## config.mk

```make
export PLATFORM = sky130hd
export DESIGN_NAME = cpc_ctrl
export DESIGN_NICKNAME = d
export VERILOG_FILES = /design/src/cpc_pkg.sv /design/src/cpc_tx_hold.sv /design/src/cpc_ctrl.sv
export SDC_FILE = /design/constraint.sdc
export NUM_CORES = 1
export LEC_CHECK = 0
export BUFFER_PORTS_ARGS = -buffer_cell sky130_fd_sc_hd__buf_2
export CORE_UTILIZATION = 39
export CTS_BUF_LIST = sky130_fd_sc_hd__clkbuf_4 sky130_fd_sc_hd__clkbuf_8 sky130_fd_sc_hd__clkbuf_16
export CTS_CLUSTER_DIAMETER = 60
export DETAILED_ROUTE_END_ITERATION = 12
export GPL_TIMING_DRIVEN = 0
export HOLD_SLACK_MARGIN = 0.03
export PLACE_DENSITY = 0.75
export SLEW_MARGIN = 10
export SYNTH_ARGS = -nofsm -noshare
export SYNTH_HDL_FRONTEND = slang
export SYNTH_HIERARCHICAL = 1
export SYNTH_SLANG_ARGS = --single-unit
```

## constraint.sdc

```tcl
create_clock -name clk -period 1.53 [get_ports clk]
set_input_delay 0.3825 -clock clk [delete_from_list [all_inputs] [get_ports clk]]
set_output_delay 0.3825 -clock clk [all_outputs]
set_load 0.05 [all_outputs]
```

## src/cpc_pkg.sv

```systemverilog
// Package for the codec port control bits block: register map, field layout, carriers.
// Assumes a 32-bit Avalon-MM slave with word addressing by byte address.
package cpc_pkg;

	// ************************************************
	// Register map
	// ************************************************
	localparam logic [3:0] CPC_OFF_CTRL   = 4'h0;
	localparam logic [3:0] CPC_OFF_TXDATA = 4'h4;
	localparam logic [3:0] CPC_OFF_STATUS = 4'h8;
	localparam logic [3:0] CPC_OFF_MASK   = 4'hC;

	// ************************************************
	// Control register fields
	// ************************************************
	localparam int CPC_BIT_RESET_CTRL = 0;
	localparam int CPC_BIT_SEL_LO     = 1;
	localparam int CPC_BIT_SEL_HI     = 2;
	localparam int CPC_BIT_TX_EMPTY   = 5;
	localparam int CPC_BIT_TX_IRQ_EN  = 4;
	localparam logic [7:0]  CPC_CTRL_RESET   = 8'h00;
	localparam logic [1:0]  CPC_SEL_PRIMARY  = 2'h0;
	localparam logic [1:0]  CPC_IRQ_RESET    = 2'h0;
	localparam logic [31:0] CPC_UNMAPPED_VAL = 32'h00000000;

	// Interrupt status and mask bit positions
	localparam int CPC_IRQ_TX_EMPTY = 0;
	localparam int CPC_IRQ_SENT     = 1;

	// Control fields as seen by the serial side
	typedef struct packed {
		logic       txIrqEnable;
		logic [1:0] codecSelect;
		logic       codecResetCtrl;
	} cpc_ctrl_t;

	// Transmit hand-off to the serial engine
	typedef struct packed {
		logic       valid;
		logic [7:0] data;
		logic       secondary;
	} cpc_tx_t;

endpackage

```

## src/cpc_tx_hold.sv

```systemverilog
// Transmit holding register with its empty flag.
// Assumes the serial engine pulses txDone once the held byte has gone out.
`timescale 1ns/1ps
module cpc_tx_hold
	import cpc_pkg::*;
(
	// Clock and reset
	input  wire logic       clk,
	input  wire logic       rst_b,
	// Load from the register side
	input  wire logic       load,
	input  wire logic [7:0] loadData,
	input  wire logic       loadSecondary,
	// Serial engine side
	input  wire logic       txDone,
	output cpc_tx_t         tx,
	output logic            emptyFlag
);
	cpc_tx_t txReg;
	logic    emptyReg;
	cpc_tx_t txNext;
	logic    emptyNext;

	// Load wins over completion: the new byte is what now stands waiting
	assign emptyNext = load ? 1'b0 : (txDone ? 1'b1 : emptyReg);
	assign txNext    = load ? '{valid: 1'b1, data: loadData, secondary: loadSecondary}
	                        : (txDone ? '{valid: 1'b0, data: txReg.data,
	                                      secondary: txReg.secondary} : txReg);

	always_ff @(posedge clk or negedge rst_b) begin
		if (!rst_b) begin
			txReg    <= '{valid: 1'b0, data: 8'h00, secondary: 1'b0};
			emptyReg <= 1'b1;
		end else begin
			txReg    <= txNext;
			emptyReg <= emptyNext;
		end
	end

	assign tx        = txReg;
	assign emptyFlag = emptyReg;
endmodule

```

## src/cpc_ctrl.sv

```systemverilog
// Codec port control bits: reset output, codec select, transmit interrupt.
// Assumes an Avalon-MM master on clk and a serial engine that reports txDone.
`timescale 1ns/1ps
module cpc_ctrl
	import cpc_pkg::*;
(
	// Clock and reset
	input  wire logic        clk,
	input  wire logic        rst_b,
	// Avalon-MM slave
	input  wire logic [3:0]  address,
	input  wire logic        read,
	input  wire logic        write,
	input  wire logic [31:0] writedata,
	input  wire logic [3:0]  byteenable,
	output logic [31:0]      readdata,
	output logic             waitrequest,
	// Serial engine
	input  wire logic        txDone,
	input  wire logic        i2sMode,
	output logic             txValid,
	output logic [7:0]       txData,
	output logic             txSecondary,
	// Codec pins and interrupt
	output logic             codecResetOutN,
	output logic             irq
);
	// ************************************************
	// Declarations
	// ************************************************
	// Bus handshake
	logic        waitReq_reg;
	logic        access;
	logic        wrStb;
	logic        rdStb;
	// Address decode
	logic        hitCtrl;
	logic        hitTx;
	logic        hitStatus;
	logic        hitMask;
	logic        loadTx;
	// Control register
	logic [7:0]  ctrlBits_reg;
	logic [7:0]  ctrlBits_next;
	logic [7:0]  ctrlView;
	logic [1:0]  selWrite;
	logic [1:0]  codecSel;
	logic        isSecond;
	logic        resetCtrl;
	// Read path
	logic [31:0] readMux;
	logic [31:0] readdata_reg;
	logic [31:0] readdata_next;
	// Interrupt status and mask
	logic [1:0]  irqStatus_reg;
	logic [1:0]  irqStatus_next;
	logic [1:0]  irqMask_reg;
	logic [1:0]  irqMask_next;
	logic [1:0]  events;
	logic [1:0]  clearBits;
	logic        emptyRise;
	logic        txEmpty_reg;
	// Transmit path
	cpc_tx_t     txHold;
	logic        txEmpty;
	logic        secondary_reg;
	logic        secondary_next;
	// Output flops
	logic        resetOut_reg;
	logic        irq_reg;
	logic        irq_next;

	// ************************************************
	// Functions
	// ************************************************
	// All four address bits compared, so no offset aliases another
	function automatic logic regHit(input logic [3:0] addr, input logic [3:0] offset);
		regHit = (addr == offset);
	endfunction

	// ************************************************
	// Bus handshake
	// ************************************************
	// One wait cycle; the acknowledge cycle is never taken as a new request
	assign access = (read | write) & waitReq_reg;
	assign wrStb  = write & access & byteenable[0];
	assign rdStb  = read & access;

	always_ff @(posedge clk or negedge rst_b) begin
		if (!rst_b) begin
			waitReq_reg <= 1'b1;
		end else begin
			waitReq_reg <= ~access;
		end
	end

	// ************************************************
	// Address decode
	// ************************************************
	assign hitCtrl   = regHit(address, CPC_OFF_CTRL);
	assign hitTx     = regHit(address, CPC_OFF_TXDATA);
	assign hitStatus = regHit(address, CPC_OFF_STATUS);
	assign hitMask   = regHit(address, CPC_OFF_MASK);
	assign loadTx    = wrStb & hitTx;

	// ************************************************
	// Control register
	// ************************************************
	assign selWrite = writedata[CPC_BIT_SEL_HI:CPC_BIT_SEL_LO];

	// Reserved and read-only positions are never stored; reserved ones read 0, and bit 5 reads the empty flag
	always_comb begin
		ctrlBits_next = ctrlBits_reg;
		if (wrStb & hitCtrl) begin
			ctrlBits_next                                = CPC_CTRL_RESET;
			ctrlBits_next[CPC_BIT_RESET_CTRL]            = writedata[CPC_BIT_RESET_CTRL];
			ctrlBits_next[CPC_BIT_SEL_HI:CPC_BIT_SEL_LO] = selWrite;
			ctrlBits_next[CPC_BIT_TX_IRQ_EN]             = writedata[CPC_BIT_TX_IRQ_EN];
		end
	end

	assign codecSel  = ctrlBits_reg[CPC_BIT_SEL_HI:CPC_BIT_SEL_LO];
	assign isSecond  = codecSel != CPC_SEL_PRIMARY;
	assign resetCtrl = ctrlBits_reg[CPC_BIT_RESET_CTRL];

	always_ff @(posedge clk or negedge rst_b) begin
		if (!rst_b) begin
			ctrlBits_reg <= CPC_CTRL_RESET;
		end else begin
			ctrlBits_reg <= ctrlBits_next;
		end
	end

	// ************************************************
	// Read path
	// ************************************************
	always_comb begin
		ctrlView                   = ctrlBits_reg;
		ctrlView[CPC_BIT_TX_EMPTY] = txEmpty;
	end

	assign readMux = hitCtrl   ? {24'h000000, ctrlView} :
	                 hitStatus ? {30'h0, irqStatus_reg} :
	                 hitMask   ? {30'h0, irqMask_reg} :
	                 hitTx     ? {24'h000000, txHold.data} : CPC_UNMAPPED_VAL;

	// Read data stand until the next read, not only in the acknowledge cycle
	assign readdata_next = rdStb ? readMux : readdata_reg;

	always_ff @(posedge clk or negedge rst_b) begin
		if (!rst_b) begin
			readdata_reg <= CPC_UNMAPPED_VAL;
		end else begin
			readdata_reg <= readdata_next;
		end
	end

	// ************************************************
	// Interrupt status and mask
	// ************************************************
	// Empty event taken on the rising edge of the flag, so a holding
	// register that stays empty cannot raise the event twice
	assign emptyRise = txEmpty & ~txEmpty_reg;
	assign clearBits = (wrStb & hitStatus) ? writedata[1:0] : CPC_IRQ_RESET;

	always_comb begin
		events                   = CPC_IRQ_RESET;
		events[CPC_IRQ_TX_EMPTY] = emptyRise & ctrlBits_reg[CPC_BIT_TX_IRQ_EN];
		events[CPC_IRQ_SENT]     = txDone;
	end

	// A new event wins over a write-one-to-clear in the same cycle
	assign irqStatus_next = (irqStatus_reg & ~clearBits) | events;
	assign irqMask_next   = (wrStb & hitMask) ? writedata[1:0] : irqMask_reg;
	assign irq_next       = |(irqStatus_next & irqMask_next);

	always_ff @(posedge clk or negedge rst_b) begin
		if (!rst_b) begin
			irqStatus_reg <= CPC_IRQ_RESET;
		end else begin
			irqStatus_reg <= irqStatus_next;
		end
	end

	always_ff @(posedge clk or negedge rst_b) begin
		if (!rst_b) begin
			irqMask_reg <= CPC_IRQ_RESET;
		end else begin
			irqMask_reg <= irqMask_next;
		end
	end

	// Starts at the flag's reset level so no false edge follows reset
	always_ff @(posedge clk or negedge rst_b) begin
		if (!rst_b) begin
			txEmpty_reg <= 1'b1;
		end else begin
			txEmpty_reg <= txEmpty;
		end
	end

	// ************************************************
	// Transmit holding register
	// ************************************************
	cpc_tx_hold u_hold (
		.clk          (clk),
		.rst_b        (rst_b),
		.load         (loadTx),
		.loadData     (writedata[7:0]),
		.loadSecondary(isSecond),
		.txDone       (txDone),
		.tx           (txHold),
		.emptyFlag    (txEmpty)
	);

	// No secondary slot exists in I2S modes, so the target is forced primary
	assign secondary_next = (loadTx ? isSecond : txHold.secondary) & ~i2sMode;

	always_ff @(posedge clk or negedge rst_b) begin
		if (!rst_b) begin
			secondary_reg <= 1'b0;
		end else begin
			secondary_reg <= secondary_next;
		end
	end

	// ************************************************
	// Output flops
	// ************************************************
	// Reset output stays low until software sets the bit, and is
	// driven the same way in I2S modes where nothing listens to it
	always_ff @(posedge clk or negedge rst_b) begin
		if (!rst_b) begin
			resetOut_reg <= 1'b0;
		end else begin
			resetOut_reg <= resetCtrl;
		end
	end

	always_ff @(posedge clk or negedge rst_b) begin
		if (!rst_b) begin
			irq_reg <= 1'b0;
		end else begin
			irq_reg <= irq_next;
		end
	end

	// ************************************************
	// Outputs
	// ************************************************
	assign waitrequest    = waitReq_reg;
	assign readdata       = readdata_reg;
	assign codecResetOutN = resetOut_reg;
	assign irq            = irq_reg;
	assign txValid        = txHold.valid;
	assign txData         = txHold.data;
	assign txSecondary    = secondary_reg;
endmodule

```

==> key figures, run 1 <==
STA
  • Finish-stage setup viols: 8
  • Tcrit/Tclk final: 105%
  • Hold slack: 135 ps
  • Worst Skew: 6.20 ps
  • Maximum clock rate: 621 MHz
  • Max transition margin: 53.8%
  • PnR worst setup slack: -80.0 ps
  • Final Max Slew Viols: 0
  • Hold Violations, Final: 0
  • RSZ-0062 raised after global routing: true
  • Setup TNS: -175 ps
  • Final min period: 1610 ps
  • Worst Tran Pin Value: 693 ps

Die
  • Die area: 4290 um^2
  • Starting Density: 41.7%
  • Die Wd: 65.5 um
  • DIE HEIGHT: 65.5 um
  • Io pins: 91
  • Row count: 22
  • Core area: 3770 um^2

GRT
  • Largest net degree at the start of global routing: 33
  • Vias in the first global route: 1075
  • First-pass GRT wire length: 5110 um
  • Initial antenna violation count: 0
  • Total global-route track usage: 16.6%
  • Total gr overflow: 0

Critical path
  • Cell depth of the worst flop-to-flop path: 4
  • R2R Path Start: waitrequest$_DFF_PN1_
  • Worst Path Max Fanout: 5
  • Crit end category: flop
  • Critical setup path kind: reg -> reg
  • Setup slack, reg-to-reg: -80 ps
  • Reg2Reg Capture Point: irq$_DFF_PN0_
  • CP Data Arrival Time: 1780 ps
  • Crit path required time: 1700 ps
  • Critical path launch point type: flop

Logic synthesis
  • Most numerous cell in the Yosys netlist: dfrtp_1
  • Post-synth EDFFs: 0
  • Commonest cells in the netlist: dfrtp_1 (29), buf_4 (24), mux2_4 (12), nand2_1 (8), nor2_1 (5)
  • Post-synth top area cell: dfrtp_1
  • Synthesized cell area: 1570 um^2
  • Post-synth top area share: 46.1%
  • Async set or reset register ratio after synthesis: 100%
  • Synth cell types: 29
  • Synthesized instance count: 123
  • Synth top area cells: dfrtp_1 (46%), buf_4 (11%), mux2_4 (11%)
  • Commonest register cell after synthesis: dfrtp_1
  • Yosys reg bits: 32
  • YS warnings: 6
  • Sequential-to-total area share from yosys stat: 51.2%
  • Syn_area_per_cell: 12.8 um^2

Place
  • Dpl cells: 232
  • Port Buffers: 38
  • GP Congestion: 0.852
  • Pre-CTS setup slack: -340 ps
  • Dpl cell area: 1940 um^2
  • DP HPWL: 2230 um

Route
  • Wire per inst: 12.5 um
  • Routed WL: 3110 um
  • Initial DRC Count: 37
  • Number of routed nets with antenna violations: 0
  • DR vias: 1120
  • Vias/cell: 4.50
  • # DRC: 0
  • Drt first pass iters: 4

CTS
  • CTS buffer count: 5
  • H-tree depth: 2
  • Cts hold-fix bufs: 0
  • Clk sinks: 32
  • Clock Tree Root: clkbuf_8
  • Max clock buf depth: 2
  • Insertion delay to the later sink of the worst-skew pair: 290 ps
  • CTS tree: built
  • Clock-pin slew on the worst setup and hold paths: 70 ps

Outcome
  • Status: finished, violations left
  • Failing checks: setup timing

Layout
  • Finished Cell Area: 2140 um^2
  • Finished Layout Cells: 249
  • Util after Layout: 56.9%
  • Largest register FFs: 10
  • # nets final: 246
  • Syn-to-layout area delta: 36.4%
  • ANT cells: 0
  • Layout cells sized above 1: 53.2%

Pwr
  • Worst vdd ir: 732 uV
  • Pwr dens: 1120 nW/um^2
  • Pleak: 1.16 nW
  • Final total power: 2.39 mW

Worst hold path
  • Worst hold path type: in -> async

Flow run
  • Max_cap viols: 0
==> critical path: stages (launching register included) <==
cell	delay [ps]
dfstp_4	640
and3_1	190
nand4_1	130
mux2_2	310
a22o_1	220
==> worst max-delay path by stage <==
stage / startpoint / to / slack, ps / depth (start not counted)
2_1_floorplan: address[2] / u_hold/tx[0]$_DFFE_PN0P_ / -150 / 5
3_3_place_gp: address[1] / u_hold/tx[7]$_DFFE_PN0P_ / -330 / 5
3_5_place_dp: address[1] / u_hold/tx[7]$_DFFE_PN0P_ / -340 / 5
4_1_cts: waitrequest$_DFF_PN1_ / irq$_DFF_PN0_ / -80 / 4
5_1_grt: waitrequest$_DFF_PN1_ / irq$_DFF_PN0_ / -130 / 4
6_report: waitrequest$_DFF_PN1_ / irq$_DFF_PN0_ / -80 / 4
==> area by class of cell <==
cell class | instances | area, um^2
Multi-Input combinational cell | 85 | 661
Inverter | 2 | 7.51
Buffer | 27 | 215
Fill cell | 317 | 1630
Tap cell | 48 | 60.1
Clock buffer | 6 | 82.6
Sequential cell | 32 | 808
Timing Repair Buffer | 47 | 300
Clock inverter | 2 | 10.0
==> cell families after synthesis <==
logic type	after synthesis	share of synthesized area (%)
buf+inv	29	13.6
simple gates	26	9.15
mux	21	19.5
other cells	1	0.238
compound gates	14	6.37
flops	32	51.2
==> routing by layer <==
metal | routed length [um] | vias up | track usage (%)
li1 | - | 539 | -
met1 | 1360 | 523 | 20.2
met2 | 1460 | 52 | 25.4
met3 | 246 | 6 | 6.94
met4 | 46 | 0 | 7.61
met5 | 0 | - | 0
==> cell usage in the layout, fill, tap and decap left out, types with 2 or more instances in the layout <==
cell / count
buf_2: 35
buf_4: 32
dfrtp_1: 29
conb_1: 24
mux2_4: 12
nand2_1: 8
clkbuf_8: 6
o21ai_0: 4
nor2_1: 4
mux2i_1: 4
buf_8: 3
mux2_2: 3
a22o_1: 3
nand3_1: 3
o31ai_1: 3
inv_1: 2
or3_4: 2
mux4_1: 2
clkinv_2: 2
buf_6: 2
dfstp_2: 2
==> what timing repair did <==
action,in CTS,in global routing
setup endpoints to repair,14,17
setup buffers,7,1
gates cloned,1,0
pin swaps,4,1
resized for setup,8,2
==> report_power, final <==
part,leakage [nW],switching [mW],internal (mW)
sequential,0.412,0.0639,0.943
clock,0.0510,0.301,0.358
combinational,0.700,0.481,0.245
Note: power is estimated with default switching activity, not from simulation.
==> run 2: changes to the inputs <==
--- a/config.mk
+++ b/config.mk
@@ -5,6 +5,7 @@
 export SDC_FILE = /design/constraint.sdc
 export NUM_CORES = 1
 export LEC_CHECK = 0
+export ABC_AREA = 1
 export BUFFER_PORTS_ARGS = -buffer_cell sky130_fd_sc_hd__buf_2
 export CORE_UTILIZATION = 39
 export CTS_BUF_LIST = sky130_fd_sc_hd__clkbuf_4 sky130_fd_sc_hd__clkbuf_8 sky130_fd_sc_hd__clkbuf_16
@@ -12,7 +13,7 @@
 export DETAILED_ROUTE_END_ITERATION = 12
 export GPL_TIMING_DRIVEN = 0
 export HOLD_SLACK_MARGIN = 0.03
-export PLACE_DENSITY = 0.75
+export PLACE_DENSITY = 0.76
 export SLEW_MARGIN = 10
 export SYNTH_ARGS = -nofsm -noshare
 export SYNTH_HDL_FRONTEND = slang
==> key figures, run 2 <==
CTS
  • Cts hold-fix bufs: 0
  • Insertion delay to the later sink of the worst-skew pair: 280 ps
  • CTS tree: built
  • Postcts setup bufs: 0
  • Clock-pin slew on the worst setup and hold paths: 70 ps
  • Clk sinks: 32
  • CTS buffer count: 5
  • H-tree depth: 2
  • Max clock buf depth: 2
  • Clock Tree Root: clkbuf_8

Route
  • Vias/cell: 4.29
  • DR vias: 1292
  • Routed WL: 3170 um
  • Initial DRC Count: 75
  • Number of routed nets with antenna violations: 0
  • Wire per inst: 10.5 um
  • # DRC: 0
  • Drt first pass iters: 4

Pwr
  • Sw Ratio: 36.5%
  • Worst vdd ir: 676 uV
  • Pleak: 1.19 nW
  • P_int: 1.51 mW
  • Clock share of power: 29.5%
  • Flop pwr share: 42.4%
  • Gate power share: 28.1%
  • Pwr dens: 1190 nW/um^2
  • Sw power: 0.869 mW

Worst hold path
  • Worst hold path type: in -> async

STA
  • Tcrit/Tclk final: 96.6%
  • Worst Tran Pin Value: 693 ps
  • Finish-stage setup viols: 0
  • Worst Skew: 6.71 ps
  • Setup TNS: 0 ps
  • Max transition margin: 53.8%
  • Final Max Slew Viols: 0
  • Final min period: 1480 ps
  • Hold Violations, Final: 0
  • RSZ-0062 raised after global routing: false
  • Hold slack: 138 ps
  • Maximum clock rate: 677 MHz

GRT
  • Total gr overflow: 0
  • Vias in the first global route: 1182
  • Total global-route track usage: 16.4%
  • Largest net degree at the start of global routing: 33
  • First-pass GRT wire length: 5190 um
  • Initial antenna violation count: 0

Layout
  • Layout cells sized above 1: 33.6%
  • Util after Layout: 53.5%
  • Syn-to-layout area delta: 28.1%
  • # nets final: 298
  • Largest register FFs: 10
  • Most common cell after layout, fill and taps aside: nand2_1
  • ANT cells: 0
  • Layout fillers: 368
  • Commonest cells after routing, fill and taps aside: nand2_1 (64), buf_2 (39), dfrtp_1 (29)

Logic synthesis
  • Yosys reg bits: 32
  • Synthesized instance count: 183
  • Synth top area cells: dfrtp_1 (46%), nand2_1 (15%), buf_4 (12%)
  • Commonest cells in the netlist: nand2_1 (64), dfrtp_1 (29), buf_4 (24), inv_1 (16), nand3_1 (15)
  • Synthesized cell area: 1560 um^2
  • YS warnings: 6
  • Sequential-to-total area share from yosys stat: 51.4%
  • Commonest register cell after synthesis: dfrtp_1
  • Post-synth top area cell: dfrtp_1
  • Synth cell types: 19
  • Post-synth EDFFs: 0
  • Most numerous cell in the Yosys netlist: nand2_1
  • Post-synth top area share: 46.4%
  • Syn_area_per_cell: 8.55 um^2
  • Async set or reset register ratio after synthesis: 100%

Die
  • Die area: 4270 um^2
  • Io pins: 91
  • Core area: 3740 um^2
  • Starting Density: 41.8%
  • DIE HEIGHT: 65.3 um
  • Row count: 22
  • Die Wd: 65.3 um

Critical path
  • Worst Path Max Fanout: 4
  • Crit-path leading delay family: flip-flops
  • Buf/Inv on CP: 1
  • Critical path's largest stage delay: 550 ps
  • Critical setup path kind: reg -> out
  • CP Data Arrival Time: 1090 ps
  • Crit end category: output pin
  • Crit path required time: 1150 ps
  • Critical path launch point type: flop
  • Slowest cell on crit path: dfstp_2
  • CP Cell Sequence: buf_2

Outcome
  • Status: finished, final reports clean

Place
  • DP HPWL: 2340 um
  • GP Congestion: 0.849
  • Port Buffers: 39

Flow run
  • Max_cap viols: 0
[run 2: cell count changes after synthesis, sizes merged, moves of 3 or more]
cell / change
nand3: +11
mux2i: -4
o31ai: -3
inv: +15
nor2: +4
nand2: +60
mux2: -15
nand3b: +3
[run 2: routing by layer]
metal / global-route usage [%] / part of all wire, % / up-vias
met1: 20.1 / 46 / 578
met2: 27.1 / 46 / 53
met3: 5.73 / 7.9 / 0
met5: 0 / 0 / -
li1: - / - / 661
met4: 4.89 / 0 / 0
[run 2: repair_timing]
item	4_1_cts	5_1_grt
resized for setup	0	1
endpoints found under the hold margin	0	0
endpoints found under the setup margin	0	5
[run 2: kinds of logic after synthesis]
| family | count (synthesis) | share of synthesized area, % |
|---|---|---|
| AO/OA/AOI/OAI | 11 | 4.24 |
| AND/OR/NAND/NOR | 97 | 27.8 |
| buffers and inverters | 42 | 16.3 |
| other | 1 | 0.240 |
| flip-flops | 32 | 51.4 |
[run 2: final timing paths]
path	startpoint	endpoint	slack (ps)	cells past startpoint
setup / recovery	waitrequest$_DFF_PN1_	waitrequest	50	1
hold / removal	rst_b	u_hold/tx[2]$_DFFE_PN0P_	140	1
setup reg to reg	waitrequest$_DFF_PN1_	readdata[4]$_DFFE_PN0P_	150	6
hold reg to reg	u_hold/emptyFlag$_DFFE_PN1P_	txEmpty_reg$_DFF_PN1_	390	0
max in group asynchronous	rst_b	readdata[3]$_DFFE_PN0P_	940	1
min in group clk	i2sMode	txSecondary$_DFF_PN0_	250	2
[run 2: power groups by stage]
stage	clock [mW]	sequential (mW)	combinational, mW
3_5_place_dp	0	1.02	0.669
2_1_floorplan	0	1.24	0.299
5_1_grt	0.753	1.02	0.716
6_report	0.701	1.01	0.669
4_1_cts	0.717	1.01	0.671
3_3_place_gp	0	1.02	0.661
[run 2: through the flow]
stage          power, mW  cell area [um^2]  instances  worst slack [ps]
2_1_floorplan       1.54              1650        206               109
3_3_place_gp        1.68              1910        293               104
3_5_place_dp        1.69              1910        293              77.4
4_1_cts             2.40              2000        301              39.7
5_1_grt             2.49              2000        301              21.2
6_report            2.38              2000        301              52.5
[run 2: area by class of cell]
type / instances / area (um^2) / area share (%)
Inverter: 17 / 63.8 / 3.19
Multi-Input combinational cell: 132 / 591 / 29.5
Buffer: 25 / 191 / 9.56
Clock buffer: 8 / 97.6 / 4.87
Tap cell: 48 / 60.1 / 3.00
Sequential cell: 32 / 805 / 40.2
Timing Repair Buffer: 39 / 195 / 9.74
